## src/ncs_pkg.sv

```systemverilog
package ncs_pkg;
   // NAND command bytes
   localparam logic [7:0] CMD_READ      = 8'h00;
   localparam logic [7:0] CMD_MOVE_RD   = 8'h35;
   localparam logic [7:0] CMD_COL_IN    = 8'h85;
   localparam logic [7:0] CMD_PROG      = 8'h10;
   localparam logic [7:0] CMD_ERASE     = 8'h60;
   localparam logic [7:0] CMD_ERASE_CF  = 8'hD0;
   localparam logic [7:0] CMD_OTP_PROG  = 8'hA0;
   localparam logic [7:0] CMD_OTP_PROT  = 8'hA5;
   localparam logic [7:0] CMD_OTP_READ  = 8'hAF;
   localparam logic [7:0] CMD_READ_CF   = 8'h30;
   localparam logic [7:0] CMD_STATUS    = 8'h70;
   localparam logic [7:0] CMD_RESET     = 8'hFF;
   localparam logic [7:0] CMD_RCOL      = 8'h05;
   localparam logic [7:0] CMD_RCOL_CF   = 8'hE0;
   // Operation codes written to the control register
   localparam logic [2:0] OP_MOVE_RD    = 3'h1;
   localparam logic [2:0] OP_MOVE_PROG  = 3'h2;
   localparam logic [2:0] OP_COL_IN     = 3'h3;
   localparam logic [2:0] OP_ERASE      = 3'h4;
   localparam logic [2:0] OP_OTP_PROG   = 3'h5;
   localparam logic [2:0] OP_OTP_PROT   = 3'h6;
   localparam logic [2:0] OP_OTP_READ   = 3'h7;
   localparam logic [2:0] OP_RESET      = 3'h0;
   // Register offsets
   localparam logic [7:0] REG_CTRL      = 8'h00;
   localparam logic [7:0] REG_ADDR      = 8'h04;
   localparam logic [7:0] REG_DATA      = 8'h08;
   localparam logic [7:0] REG_STAT      = 8'h0C;
   localparam logic [7:0] REG_RDATA     = 8'h10;
   // Control fields
   localparam int CTRL_OP_LSB    = 0;
   localparam int CTRL_GO_BIT    = 4;
   localparam int CTRL_LEN_LSB   = 16;
   // Status fields
   localparam int STAT_BUSY_BIT  = 0;
   localparam int STAT_DREQ_BIT  = 1;
   localparam int STAT_SR_LSB    = 8;
   localparam int STAT_ERR_BIT   = 2;
   localparam int SR_PASS_BIT    = 0;
   localparam int SR_RDY_BIT     = 6;
   localparam int SR_WP_BIT      = 7;
   // Geometry
   localparam logic [5:0] OTP_PAGE_MIN  = 6'h02;
   localparam logic [5:0] OTP_PAGE_MAX  = 6'h0B;
   localparam logic [11:0] PAGE_BYTES   = 12'h840;
   localparam logic [31:0] RST_ADDR     = 32'h0000_0000;
   localparam logic [7:0] PROT_A2       = 8'h01;
   localparam int ADDR_DIE_BIT   = 31;
   // Timing: strobe phases and reset wait
   localparam int CLK_MHZ        = 25;
   localparam int STROBE_NS      = 40;
   localparam int STROBE_CYC     = (STROBE_NS * CLK_MHZ + 999) / 1000;
   localparam int RESET_US       = 5;
   localparam int RESET_CYC      = RESET_US * CLK_MHZ;
   localparam int TWB_CYC        = 3;
endpackage

```

## src/ncs_top.sv

```systemverilog
// Chosen here: the APB slave port and the register addresses.
`timescale 1ns/1ps
// Function
// RULE_01: Move destination stays on source die.
// RULE_02: Move read is 00h, four addresses, 35h.
// RULE_03: Device loads cache, ignores column bits.
// RULE_04: Move program only after ready returns.
// RULE_05: Device programs; status 6 and 0 report.
// RULE_06: Column reposition 85h repeatable before 10h.
// RULE_07: Use two-bit ECC with page moves.
// RULE_08: Erase hits one of 1,024 blocks.
// RULE_09: Erase takes two block address cycles.
// RULE_10: Erase is 60h, two addresses, D0h.
// RULE_11: Device busy through erase and verify.
// RULE_12: Erase status bit 6 done, bit 0.
// RULE_13: Ten one-time pages, numbers 02h to 0Bh.
// RULE_14: One-time pages only clear bits, four partials.
// RULE_15: One-time program A0h, addresses, data, 10h.
// RULE_16: Protected area rejects program, bit 7 low.
// RULE_17: 85h in one-time program only unprotected.
// RULE_18: Only 70h while one-time op busy.
// RULE_19: Protect is A5h, 00h 00h 01h 00h, 10h.
// RULE_20: Protection permanent, about one program time.
// RULE_21: One-time read AFh, four addresses, 30h.
// RULE_22: Reset after one-time read, within 5 us.
// RULE_23: Device ignores other commands while busy.
module ncs_top (
   // Clock and reset
   input  wire logic        sys_clk_i,
   input  wire logic        rst_i,
   // APB slave
   input  wire logic        psel_i,
   input  wire logic        penable_i,
   input  wire logic        pwrite_i,
   input  wire logic [7:0]  paddr_i,
   input  wire logic [31:0] pwdata_i,
   output logic      [31:0] prdata_o,
   output logic             pready_o,
   output logic             pslverr_o,
   // NAND pins
   output logic             cle_o,
   output logic             ale_o,
   output logic             ce_n_o,
   output logic             we_n_o,
   output logic             re_n_o,
   output logic      [7:0]  io_o,
   output logic             io_oe_n_o,
   input  wire logic [7:0]  io_i,
   input  wire logic        rb_n_i
);
   import ncs_pkg::*;

   typedef enum logic [7:0] {
      ST_IDLE = 8'b0000_0001,
      ST_SEQ  = 8'b0000_0010,
      ST_DATA = 8'b0000_0100,
      ST_TWB  = 8'b0000_1000,
      ST_WAIT = 8'b0001_0000,
      ST_STC  = 8'b0010_0000,
      ST_STR  = 8'b0100_0000,
      ST_RWT  = 8'b1000_0000
   } ncs_state_type;

   ncs_state_type state_q, state_d;
   logic [31:0] ctrl, addr, stat;
   logic [7:0]  wdata, rbyte;
   logic        go, wdata_wr, rdata_rd;
   logic [2:0]  op_q;
   logic [3:0]  step_q, nsteps;
   logic [11:0] len_q, cnt_q;
   logic [7:0]  sr_q, rdata_q;
   logic        dreq_q, err_q, bc_req, bc_done;
   logic [1:0]  bc_kind;
   logic [7:0]  bc_byte;
   logic [7:0]  rst_cnt_q;
   logic [2:0]  twb_q;
   logic        die_q;
   logic        busy, otp_op, page_ok, need_status, last_step;

   ncs_apb_regs u_regs (
      .sys_clk_i  (sys_clk_i),
      .rst_i      (rst_i),
      .psel_i     (psel_i),
      .penable_i  (penable_i),
      .pwrite_i   (pwrite_i),
      .paddr_i    (paddr_i),
      .pwdata_i   (pwdata_i),
      .prdata_o   (prdata_o),
      .pready_o   (pready_o),
      .pslverr_o  (pslverr_o),
      .ctrl_o     (ctrl),
      .addr_o     (addr),
      .wdata_o    (wdata),
      .go_o       (go),
      .wdata_wr_o (wdata_wr),
      .rdata_rd_o (rdata_rd),
      .stat_i     (stat),
      .rdata_i    (rdata_q)
   );

   ncs_bus_cycle u_cyc (
      .sys_clk_i (sys_clk_i),
      .rst_i     (rst_i),
      .req_i     (bc_req),
      .kind_i    (bc_kind),
      .byte_i    (bc_byte),
      .done_o    (bc_done),
      .rbyte_o   (rbyte),
      .cle_o     (cle_o),
      .ale_o     (ale_o),
      .we_n_o    (we_n_o),
      .re_n_o    (re_n_o),
      .io_o      (io_o),
      .io_oe_n_o (io_oe_n_o),
      .io_i      (io_i)
   );

   assign ce_n_o = 1'b0;
   assign busy   = (state_q != ST_IDLE);
   assign stat   = {16'h0000, sr_q, 5'h00, err_q, dreq_q, busy};
   assign otp_op = (op_q == OP_OTP_PROG) | (op_q == OP_OTP_READ);
   // One-time page number must be 02h..0Bh
   assign page_ok = (addr[21:16] >= OTP_PAGE_MIN) && (addr[21:16] <= OTP_PAGE_MAX); // RULE_13

   // Steps of each sequence: cmd/addr bytes before data or wait
   function automatic logic [3:0] ncs_steps(input logic [2:0] op);
      unique case (op)
         OP_MOVE_RD, OP_OTP_READ, OP_MOVE_PROG, OP_OTP_PROG, OP_OTP_PROT: ncs_steps = 4'd5;
         OP_ERASE:  ncs_steps = 4'd3;
         OP_COL_IN: ncs_steps = 4'd3;
         OP_RESET:  ncs_steps = 4'd1;
         default:   ncs_steps = 4'd1;
      endcase
   endfunction
   assign nsteps = ncs_steps(op_q);
   assign last_step = (step_q == nsteps - 4'd1);

   // Byte and kind for each step
   always_comb begin
      bc_kind = 2'd1;
      bc_byte = 8'h00;
      if (state_q == ST_SEQ) begin
         if (step_q == 4'd0) begin
            bc_kind = 2'd0;
            unique case (op_q)
               OP_MOVE_RD:   bc_byte = CMD_READ;      // RULE_02
               OP_MOVE_PROG: bc_byte = CMD_COL_IN;    // RULE_04 RULE_07
               OP_COL_IN:    bc_byte = CMD_COL_IN;    // RULE_06
               OP_ERASE:     bc_byte = CMD_ERASE;     // RULE_10
               OP_OTP_PROG:  bc_byte = CMD_OTP_PROG;  // RULE_15
               OP_OTP_PROT:  bc_byte = CMD_OTP_PROT;  // RULE_19
               OP_OTP_READ:  bc_byte = CMD_OTP_READ;  // RULE_21
               default:      bc_byte = CMD_RESET;     // RULE_22
            endcase
         end else if (op_q == OP_ERASE) begin
            // Two block cycles; page bits sent as given
            bc_byte = (step_q == 4'd1) ? addr[23:16] : addr[31:24]; // RULE_09
         end else if (op_q == OP_OTP_PROT) begin
            bc_byte = (step_q == 4'd3) ? PROT_A2 : 8'h00; // RULE_19
         end else begin
            unique case (step_q)
               4'd1:    bc_byte = addr[7:0];
               4'd2:    bc_byte = addr[15:8];
               4'd3:    bc_byte = addr[23:16];
               default: bc_byte = addr[31:24];
            endcase
         end
      end else if (state_q == ST_DATA) begin
         bc_kind = (op_q == OP_OTP_READ) ? 2'd3 : 2'd2;
         bc_byte = wdata;
      end else if (state_q == ST_STC) begin
         bc_kind = 2'd0;
         bc_byte = CMD_STATUS;                         // RULE_18
      end else if (state_q == ST_STR) begin
         bc_kind = 2'd3;
      end else if (state_q == ST_TWB) begin
         bc_kind = 2'd0;
         unique case (op_q)
            OP_MOVE_RD:  bc_byte = CMD_MOVE_RD;        // RULE_02
            OP_ERASE:    bc_byte = CMD_ERASE_CF;       // RULE_10
            OP_OTP_READ: bc_byte = CMD_READ_CF;        // RULE_21
            default:     bc_byte = CMD_PROG;           // RULE_15
         endcase
      end
   end

   // Data phase: programs carry bytes, only the one-time read fetches bytes
   assign need_status = (op_q != OP_MOVE_RD) && (op_q != OP_OTP_READ) && (op_q != OP_RESET);
   assign bc_req = ((state_q == ST_SEQ) || (state_q == ST_STC) || (state_q == ST_STR)
                    || (state_q == ST_TWB && twb_q == 3'd0)
                    || (state_q == ST_DATA && dreq_q))
                   && !bc_done;

   always_comb begin
      state_d = state_q;
      unique case (state_q)
         ST_IDLE: if (go) state_d = ST_SEQ;
         ST_SEQ:  if (bc_done && last_step)
                     state_d = (op_q == OP_RESET) ? ST_RWT :
                               (len_q != 12'h000 && op_q != OP_OTP_READ) ? ST_DATA : ST_TWB;
         ST_DATA: if (bc_done && cnt_q == len_q - 12'h001)
                     state_d = (op_q == OP_OTP_READ || op_q == OP_COL_IN) ? ST_IDLE : ST_TWB;
         ST_TWB:  if (bc_done) state_d = ST_WAIT;
         ST_WAIT: if (rb_n_i && twb_q == 3'(TWB_CYC))
                     state_d = need_status ? ST_STC : (op_q == OP_OTP_READ && len_q != 12'h000)
                               ? ST_DATA : ST_IDLE;
         ST_STC:  if (bc_done) state_d = ST_STR;
         ST_STR:  if (bc_done) state_d = ST_IDLE;
         ST_RWT:  if (rst_cnt_q == 8'(RESET_CYC) || (rb_n_i && twb_q == 3'(TWB_CYC)))
                     state_d = ST_IDLE;                // RULE_22
      endcase
   end

   always_ff @(posedge sys_clk_i) begin
      if (rst_i) begin
         state_q <= ST_IDLE;
         op_q <= OP_RESET;
         step_q <= 4'h0;
         len_q <= 12'h000;
         cnt_q <= 12'h000;
         sr_q <= 8'h00;
         rdata_q <= 8'h00;
         dreq_q <= 1'b0;
         err_q <= 1'b0;
         die_q <= 1'b0;
         rst_cnt_q <= 8'h00;
         twb_q <= 3'h0;
      end else begin
         state_q <= state_d;
         if (state_q == ST_IDLE && go) begin
            op_q <= ctrl[CTRL_OP_LSB +: 3];
            len_q <= ctrl[CTRL_LEN_LSB +: 12];
            step_q <= 4'h0;
            cnt_q <= 12'h000;
            rst_cnt_q <= 8'h00;
            twb_q <= 3'h0;
            dreq_q <= 1'b0;
            err_q <= (ctrl[CTRL_OP_LSB +: 3] == OP_OTP_PROG ||
                      ctrl[CTRL_OP_LSB +: 3] == OP_OTP_READ) && !page_ok;
            if (ctrl[CTRL_LEN_LSB +: 12] > PAGE_BYTES) err_q <= 1'b1; // RULE_15
            // Move program must target the die of the move read
            if (ctrl[CTRL_OP_LSB +: 3] == OP_MOVE_RD) die_q <= addr[ADDR_DIE_BIT];
            if (ctrl[CTRL_OP_LSB +: 3] == OP_MOVE_PROG && addr[ADDR_DIE_BIT] != die_q) begin
               err_q <= 1'b1; // RULE_01
            end
         end
         if (state_q == ST_SEQ && bc_done) step_q <= step_q + 4'h1;
         // Data byte may arrive before the data phase; it waits as pending
         if (state_q == ST_DATA && bc_done) begin
            cnt_q <= cnt_q + 12'h001;
            dreq_q <= wdata_wr | rdata_rd;
            if (op_q == OP_OTP_READ) rdata_q <= rbyte;
         end else if (busy && (wdata_wr || rdata_rd)) begin
            dreq_q <= 1'b1;
         end
         if (state_q == ST_TWB && bc_done) twb_q <= 3'h0;
         else if ((state_q == ST_WAIT || state_q == ST_RWT) && twb_q != 3'(TWB_CYC))
            twb_q <= twb_q + 3'h1;
         if (state_q == ST_RWT && rst_cnt_q != 8'(RESET_CYC)) rst_cnt_q <= rst_cnt_q + 8'h01;
         if (state_q == ST_STR && bc_done) begin
            sr_q <= rbyte;                             // RULE_05
            err_q <= err_q | rbyte[SR_PASS_BIT]        // RULE_12
                   | ((op_q == OP_OTP_PROG) & ~rbyte[SR_WP_BIT]); // RULE_16
         end
      end
   end
endmodule

```

## src/ncs_apb_regs.sv

```systemverilog
`timescale 1ns/1ps
module ncs_apb_regs (
   // Clock and reset
   input  wire logic        sys_clk_i,
   input  wire logic        rst_i,
   // APB slave
   input  wire logic        psel_i,
   input  wire logic        penable_i,
   input  wire logic        pwrite_i,
   input  wire logic [7:0]  paddr_i,
   input  wire logic [31:0] pwdata_i,
   output logic      [31:0] prdata_o,
   output logic             pready_o,
   output logic             pslverr_o,
   // Register contents
   output logic      [31:0] ctrl_o,
   output logic      [31:0] addr_o,
   output logic      [7:0]  wdata_o,
   output logic             go_o,
   output logic             wdata_wr_o,
   output logic             rdata_rd_o,
   input  wire logic [31:0] stat_i,
   input  wire logic [7:0]  rdata_i
);
   import ncs_pkg::*;
   logic [31:0] ctrl_q, addr_q;
   logic [7:0]  wdata_q;
   logic        acc, wr, rd, hit;
   assign acc = psel_i & penable_i;
   assign wr  = acc & pwrite_i;
   assign rd  = acc & ~pwrite_i;
   assign hit = (paddr_i == REG_CTRL) | (paddr_i == REG_ADDR) | (paddr_i == REG_DATA)
              | (paddr_i == REG_STAT) | (paddr_i == REG_RDATA);
   assign pready_o   = 1'b1;
   assign pslverr_o  = acc & ~hit;
   // Written word is seen in the same cycle as its go strobe
   assign ctrl_o     = (wr && paddr_i == REG_CTRL) ? pwdata_i : ctrl_q;
   assign addr_o     = addr_q;
   assign wdata_o    = wdata_q;
   assign go_o       = wr & (paddr_i == REG_CTRL) & pwdata_i[CTRL_GO_BIT];
   assign wdata_wr_o = wr & (paddr_i == REG_DATA);
   assign rdata_rd_o = rd & (paddr_i == REG_RDATA);
   assign prdata_o   = (paddr_i == REG_CTRL)  ? ctrl_q :
                       (paddr_i == REG_ADDR)  ? addr_q :
                       (paddr_i == REG_DATA)  ? {24'h000000, wdata_q} :
                       (paddr_i == REG_STAT)  ? stat_i :
                       (paddr_i == REG_RDATA) ? {24'h000000, rdata_i} : 32'h0000_0000;
   always_ff @(posedge sys_clk_i) begin
      if (rst_i) begin
         ctrl_q  <= 32'h0000_0000;
         addr_q  <= 32'h0000_0000;
         wdata_q <= 8'h00;
      end else begin
         if (wr && paddr_i == REG_CTRL) ctrl_q <= pwdata_i;
         if (wr && paddr_i == REG_ADDR) addr_q <= pwdata_i;
         if (wdata_wr_o) wdata_q <= pwdata_i[7:0];
      end
   end
endmodule

```

## src/ncs_bus_cycle.sv

```systemverilog
`timescale 1ns/1ps
module ncs_bus_cycle (
   // Clock and reset
   input  wire logic       sys_clk_i,
   input  wire logic       rst_i,
   // Request
   input  wire logic       req_i,
   input  wire logic [1:0] kind_i,
   input  wire logic [7:0] byte_i,
   output logic            done_o,
   output logic [7:0]      rbyte_o,
   // NAND pins
   output logic            cle_o,
   output logic            ale_o,
   output logic            we_n_o,
   output logic            re_n_o,
   output logic [7:0]      io_o,
   output logic            io_oe_n_o,
   input  wire logic [7:0] io_i
);
   import ncs_pkg::*;
   // kind: 0 command, 1 address, 2 data write, 3 data read
   logic [3:0] cnt_q;
   logic       act_q, ph_q;
   logic [7:0] rb_q;
   logic       rd_k;
   assign rd_k = (kind_i == 2'd3);
   assign done_o  = act_q & ph_q & (cnt_q == 4'(STROBE_CYC - 1));
   assign rbyte_o = rb_q;
   always_ff @(posedge sys_clk_i) begin
      if (rst_i) begin
         act_q <= 1'b0;
         ph_q <= 1'b0;
         cnt_q <= 4'h0;
         rb_q <= 8'h00;
         cle_o <= 1'b0;
         ale_o <= 1'b0;
         we_n_o <= 1'b1;
         re_n_o <= 1'b1;
         io_o <= 8'h00;
         io_oe_n_o <= 1'b1;
      end else if (!act_q) begin
         if (req_i) begin
            act_q <= 1'b1;
            ph_q <= 1'b0;
            cnt_q <= 4'h0;
            cle_o <= (kind_i == 2'd0);
            ale_o <= (kind_i == 2'd1);
            io_o <= byte_i;
            io_oe_n_o <= rd_k;
            we_n_o <= rd_k;
            re_n_o <= ~rd_k;
         end
      end else if (cnt_q != 4'(STROBE_CYC - 1)) begin
         cnt_q <= cnt_q + 4'h1;
      end else if (!ph_q) begin
         ph_q <= 1'b1;
         cnt_q <= 4'h0;
         if (!re_n_o) rb_q <= io_i;
         we_n_o <= 1'b1;
         re_n_o <= 1'b1;
      end else begin
         act_q <= 1'b0;
         cle_o <= 1'b0;
         ale_o <= 1'b0;
         io_oe_n_o <= 1'b1;
      end
   end
endmodule

```

## config.mk

```make
export PLATFORM = sky130hd
export DESIGN_NAME = ncs_top
export DESIGN_NICKNAME = d
export VERILOG_FILES = /design/src/ncs_pkg.sv /design/src/ncs_top.sv /design/src/ncs_apb_regs.sv /design/src/ncs_bus_cycle.sv
export SDC_FILE = /design/constraint.sdc
export NUM_CORES = 1
export LEC_CHECK = 0
export ABC_AREA = 1
export BUFFER_PORTS_ARGS = -buffer_cell sky130_fd_sc_hd__buf_2
export CORE_ASPECT_RATIO = 1.75
export CORE_MARGIN = 1
export CORE_UTILIZATION = 40
export DETAILED_ROUTE_END_ITERATION = 7
export PLACE_DENSITY_LB_ADDON = 0.3
export SYNTH_ARGS = -nofsm -noshare
export SYNTH_HDL_FRONTEND = slang
export SYNTH_SLANG_ARGS = --single-unit
```

## constraint.sdc

```tcl
create_clock -name sys_clk_i -period 3 [get_ports sys_clk_i]
set_clock_uncertainty 0.05 [all_clocks]
set_input_delay 0.45 -clock sys_clk_i [delete_from_list [all_inputs] [get_ports sys_clk_i]]
set_output_delay 0.45 -clock sys_clk_i [all_outputs]
set_load 0.1 [all_outputs]
```

# Word-level counts from Yosys, hierarchy flattened
# Memory sizes are Yosys's and may differ from the RTL's. A register that Yosys moved wholly into a read port is not among the register bits.
# Index checks and enable logic that the tools add are counted.
[word_totals] output_inout_bits=48 register_bits=168 wordCells=257 mem_bits_ro=16 n_memories=1
[classes] n_bitwise=26 addsub=7 mux=83 reduce_logical=61 n_lt_le_gt_ge=3 eq_ne=50
[memory_table] name="(no name shown)" words=8 word_bits=2 read_ports=1 rd_ports_with_merged_regs=1 wr=0 line="ncs_top.sv:127" source="unique case (op)"
[ops] operator="8-bit two-way mux" n=21
[ops] operator="32-bit two-way mux" n=4
[ops] operator="8-bit case mux with 8 select lines" n=1
[ops] operator="8-bit case mux with 3 select lines" n=2
[ops] operator="8-bit case mux with 6 select lines" n=1
[ops] operator="1-bit two-way mux" n=33
[ops] operator="4-bit two-way mux" n=8
[ops] operator="28-bit two-way mux" n=1
[ops] operator="8-bit by 4-bit equality test with 1-bit output (second input constant)" n=3
[ops] operator="12-bit two-way mux" n=2
[ops] operator="1-bit logical AND" n=23
[ops] operator="2-bit != test (second input constant)" n=11
[ops] operator="3-bit equality test (second input constant)" n=6
[ops] operator="8-bit by 3-bit equality test with 1-bit output (second input constant)" n=2
[ops] operator="8-bit by 5-bit equality test with 1-bit output (second input constant)" n=2
[ops] operator="8-bit by 7-bit equality test with 1-bit output (second input constant)" n=2
[ops] operator="3-bit two-way mux" n=5
[ops] operator="12-bit by 1-bit adder with 12-bit output (second input constant)" n=1
[ops] operator="12-bit equality test" n=1
[ops] operator="3-bit by 2-bit equality test with 1-bit output (second input constant)" n=4
[ops] operator="12-bit > comparator (second input constant)" n=1
[ops] operator="12-bit nonzero test" n=1
[ops] operator="2-bit nonzero test" n=6
[ops] operator="12-bit by 1-bit subtractor with 12-bit output (second input constant)" n=1
[ops] operator="other kinds (40)" n=88

# Longest topological paths before layout
[depth] ltp_word=11 ltp_mapped=17

# Cells and area by module
# From an unflattened synthesis, not the netlist that was laid out.
[hier_totals] cells_unflattened=1612 area_unflattened_um2=10005.8
[by_module_without_submodules] module="ncs_top" n_inst=1 cells_per_inst=738 area_per_inst_um2=4667.0
[by_module_without_submodules] module="ncs_apb_regs" n_inst=1 cells_per_inst=711 area_per_inst_um2=4160.2
[by_module_without_submodules] module="ncs_bus_cycle" n_inst=1 cells_per_inst=163 area_per_inst_um2=1178.6

# Worst setup path after synthesis
# OpenSTA, ideal clock, no wires.
[synth_path] path_kind="input to output" start="in paddr_i[1]" end="out pslverr_o" arrival_time_ps=3878 path_stages=7 path_slack_ps=-1378 path_buffers=1 path_cell_list="nor2_1 > nand2_2 > nor2_8 > buf_2 > inv_1 > nand3_1 > nor4_1"
[synth_via] elab_chain_len=7
[synth_lines] item="start, declared" line="ncs_top.sv:35" source="input wire logic [7:0] paddr_i,"
[synth_lines] item="8-bit by 3-bit equality test with 1-bit output / 8-bit zero test (equally long branches)" line="ncs_apb_regs.sv:32" source="assign hit = (paddr_i == REG_CTRL) | (paddr_i == REG_ADDR) | (paddr_i == REG_DATA)"
[synth_lines] item="1-bit OR (2 in series)" line="ncs_apb_regs.sv:32"
[synth_lines] item="1-bit OR" line="ncs_apb_regs.sv:33" source="| (paddr_i == REG_STAT) | (paddr_i == REG_RDATA);"
[synth_lines] item="1-bit OR *" line="ncs_apb_regs.sv:33"
[synth_lines] item="1-bit inverter *" line="ncs_apb_regs.sv:35" source="assign pslverr_o = acc & ~hit;"
[synth_lines] item="1-bit bitwise AND *" line="ncs_apb_regs.sv:35"
[synth_lines] item="end, declared" line="ncs_top.sv:39" source="output logic pslverr_o,"
# Mark *: on every way between the ends. The rest lies on a longest branch, timed or not.

# Worst setup path in the final report
[layout_path] start="reg state_q[4]" end="out prdata_o[0]"
[layout_via] elab_chain_len=5
[layout_lines] item="start, declared" line="ncs_top.sv:64" source="ncs_state_type state_q, state_d;"
[layout_lines] item="start signal, assigned" line="ncs_top.sv:229" source="state_q <= state_d;"
[layout_lines] item="8-bit by 1-bit != test with 1-bit output" line="ncs_top.sv:119" source="assign busy = (state_q != ST_IDLE);"
[layout_lines] item="32-bit two-way mux" line="ncs_apb_regs.sv:46" source="(paddr_i == REG_STAT) ? stat_i :"
[layout_lines] item="32-bit two-way mux" line="ncs_apb_regs.sv:45" source="(paddr_i == REG_DATA) ? {24'h000000, wdata_q} :"
[layout_lines] item="32-bit two-way mux" line="ncs_apb_regs.sv:44" source="(paddr_i == REG_ADDR) ? addr_q :"
[layout_lines] item="32-bit two-way mux" line="ncs_apb_regs.sv:43" source="assign prdata_o = (paddr_i == REG_CTRL) ? ctrl_q :"
[layout_lines] item="end, declared" line="ncs_top.sv:37" source="output logic [31:0] prdata_o,"
# Every way passes these cells.

==> results.json <==
{
  "sequential_to_total_area_share_from_yosys_stat_pct": 38.0,
  "gr-usage-all-layers_pct": 25.3,
  "worst_hold_slack_ps": 188,
  "grt_pass1_wl_mm": 44.1,
  "final-instance-count-excl-fill": 1707,
  "routed_wl_mm": 27.9,
  "drt_via_density": 5.22,
  "start_kind": "flop",
  "async_reset_ff_share_pct": 0,
  "yosys_register_bits": 170,
  "final_nets": 1469,
  "worstMarginPinSlew_ps": 567,
  "place.detailed.hpwl_mm": 21.5,
  "placement.setup.worst_slack_ps": 287,
  "min_path_type": "input port to flop",
  "cts_max_path_buffers": 2,
  "worst_skew_pair.late_latency_ps": 430,
  "max_slew_margin_pct": 61.8,
  "post_cts_buffers": 0,
  "design_power_total_mw": 5.71,
  "post_route_cells_drive_above_1_share_pct": 15.0,
  "worstReg2RegStart": "step_q[1]",
  "cts.sink_count": 170,
  "via_count": 8912,
  "detail_route.wl_per_cell_um": 16.3,
  "antenna-diode-count": 0,
  "grt_pass1_vias": 8573,
  "multi_input_comb_area_um2": 4800,
  "final_slew_viol_count": 0,
  "cap_viol_max_count": 0,
  "crit_family": "simple AND/OR/NAND/NOR gates",
  "period_utilisation_layout_pct": 92.9,
  "die_area_um2": 23000,
  "die_height_um": 200,
  "core_um2": 22100,
  "final_common_cell": "nand2_1",
  "drc": 0,
  "leakage_nw": 4.73,
  "drt_pre_antenna_iters": 7,
  "cts.root.buffer_cell": "clkbuf_16",
  "critPathSlowestCell": "a221oi_2",
  "setup.worst_path.class": "flop to primary output",
  "post_dp_cell_area_um2": 10200,
  "htreeDepth": 4,
  "syn-instance-count": 1313,
  "placed_cells_incl_taps": 1675,
  "area_growth_syn_to_layout_pct": 20.6,
  "clk_transition_reported_paths_ps": 70,
  "synth_nets": 1384,
  "synthXorXnorAreaFrac_pct": 1.42,
  "met1_usage_pct": 25.4,
  "startpoint": "state_q[4]",
  "crit_path_end_kind": "primary output",
  "synthFlopType": "dfxtp_1",
  "synth_area_um2": 8960,
  "power.density_nw_per_um2": 528,
  "timing.final.crit_period_ps": 2790,
  "number_of_routed_nets_with_antenna_violations": 0,
  "final_setup_viols": 0,
  "critPathMaxFanout": 4,
  "timing.critical_path.cells": "nor2_1 > nand2_1 > inv_2 > nand4_1 > a221oi_2 > nand3_1 > buf_12",
  "gr_layer_usage_met2_pct": 45.8,
  "final_cell_area_um2": 10800,
  "synth_simple_gate_area_share_pct": 29.9,
  "hold_crit_start": "io_i[1]",
  "yosys_warnings": 0,
  "fp-row-count": 72,
  "effective_utilization_at_floorplan_pct": 40.6,
  "fin_setup_tns_ps": 0,
  "synthMuxAreaShare_pct": 0,
  "grt_remaining_overflow": 0,
  "clock_tree_from_tritoncts": "yes",
  "count_of_buffers_from_port_buffering": 99,
  "seq_area_um2": 3400,
  "tritoncts.num_buffers": 17,
  "floorplan.io_pins": 102,
  "initial_antenna_violation_count": 0,
  "synth_edf_count": 0,
  "grt_setup_unrepaired": "false",
  "crit_arrival_ps": 2290,
  "synth_top_area_share_pct": 38.0,
  "use_met3_pct": 3.93,
  "global_route.peak_usage_layer": "met2",
  "max_stage_delay_ps": 420,
  "final_util_pct": 49.0,
  "gp_routability_congestion": 0.956,
  "outcome": "complete, no violations",
  "most-common-layout-cells": "263 x nand2_1, 188 x nor2_1, 170 x dfxtp_1",
  "vdd_ir_drop_max_mv": 0.320,
  "setup_ws_ps": 213,
  "floorplan_die_width_um": 115,
  "timing.final.hold_violations": 0,
  "synth_cell_type_count": 53,
  "dominant_combinational_cell_family_by_area_after_synthesis": "simple AND/OR/NAND/NOR gates",
  "max_freq_mhz": 359,
  "drt_first_iter_violations": 437,
  "timing.critical_path.required_ps": 2500,
  "synth_top_area_cell": "dfxtp_1",
  "filler_cell_count": 2212,
  "syn-mean-instance-area_um2": 6.83,
  "post_synth_fa_ha_maj_area_fraction_pct": 2.37,
  "area_fraction_in_compound_gates_after_synthesis_pct": 18.3,
  "timing.critical_path.buf_inv": 2,
  "grt_start_max_net_pins": 79,
  "synth.top_cells.by_area": "dfxtp_1 38%, nand2_1 11%, nor2_1 8.0%"
}
## cells by family after synthesis
logic type | count (synthesis)
XOR/XNOR | 13
AO/OA/AOI/OAI | 281
AND/OR/NAND/NOR | 609
adder cells (fa/ha/maj) | 17
flip-flops | 170
other | 2
buffers and inverters | 221
## worst paths after layout
kind	endpoint	slack (ps)	cells after the start
min	u_cyc.rbyte_o[1]	190	3
max	prdata_o[0]	210	7
min reg2reg	rdata_q[5]	410	2
max reg2reg	u_cyc.io_o[3]	520	10
## registers in the layout, indices dropped and copies added, names as in the netlist, 12 cells and up
name / count
u_regs.addr_o: 32
u_regs.ctrl_q: 32
cnt_q: 12
len_q: 12
## worst register-to-register path: stages (launching register included)
cell and delay (ps):
dfxtp_1 410, inv_1 140, ha_1 210, nand2_1 330
inv_1 290, nand2_1 130, nand4_1 120, nand3_1 90
o21ai_0 150, a21oi_1 340, a21oi_1 110
## final cells by class
class                      instances  area share (%)
clock buffer                      17            3.94
clock inverter                    15            1.46
inverter                         171            6.01
multi-input combinational        922            44.4
sequential                       170            31.5
tap                              296            3.43
timing repair buffer             116            9.31
## cells in the mapped netlist (2+ instances only)
| library cell | count |
|---|---|
| nor3_1 | 19 |
| o31ai_1 | 4 |
| nor2_2 | 9 |
| o2111ai_1 | 2 |
| buf_6 | 2 |
| xor2_1 | 9 |
| o21ai_1 | 9 |
| xnor2_1 | 3 |
| o22ai_1 | 13 |
| nand3b_1 | 2 |
| inv_2 | 9 |
| ha_1 | 17 |
| nand4_1 | 24 |
| nor2_4 | 6 |
| buf_2 | 19 |
| clkbuf_1 | 23 |
| conb_1 | 2 |
| clkinv_1 | 2 |
| buf_4 | 5 |
| nand2_1 | 263 |
| o21ai_0 | 108 |
| nand2_4 | 5 |
| dfxtp_1 | 170 |
| o21bai_1 | 2 |
| o21ai_2 | 2 |
| nor3b_1 | 2 |
| o211ai_1 | 6 |
| nand3_1 | 77 |
| nor2_1 | 190 |
| nor4_4 | 2 |
| a221o_1 | 3 |
| a21oi_1 | 72 |
| a31oi_1 | 6 |
| a221oi_1 | 5 |
| inv_1 | 159 |
| a211oi_1 | 42 |
| nand2_2 | 4 |
## per-layer routing
| layer | vias up | wire, um |
|---|---|---|
| li1 | 4507 | - |
| met1 | 4059 | 10300 |
| met2 | 245 | 14400 |
| met3 | 101 | 957 |
| met4 | 0 | 2200 |
| met5 | - | 0 |
## report_power, final
group	internal (mW)	switching, mW
Sequential	2.34	0.0596
Combinational	0.257	0.852
Clock	1.18	1.02
## timing repair
item                                    in CTS  in global routing
resized for setup                            0                  1
hold buffers                                 0                  0
endpoints found under the setup margin       0                  1
endpoints found under the hold margin        0                  0
(Power assumes the default switching activity.)
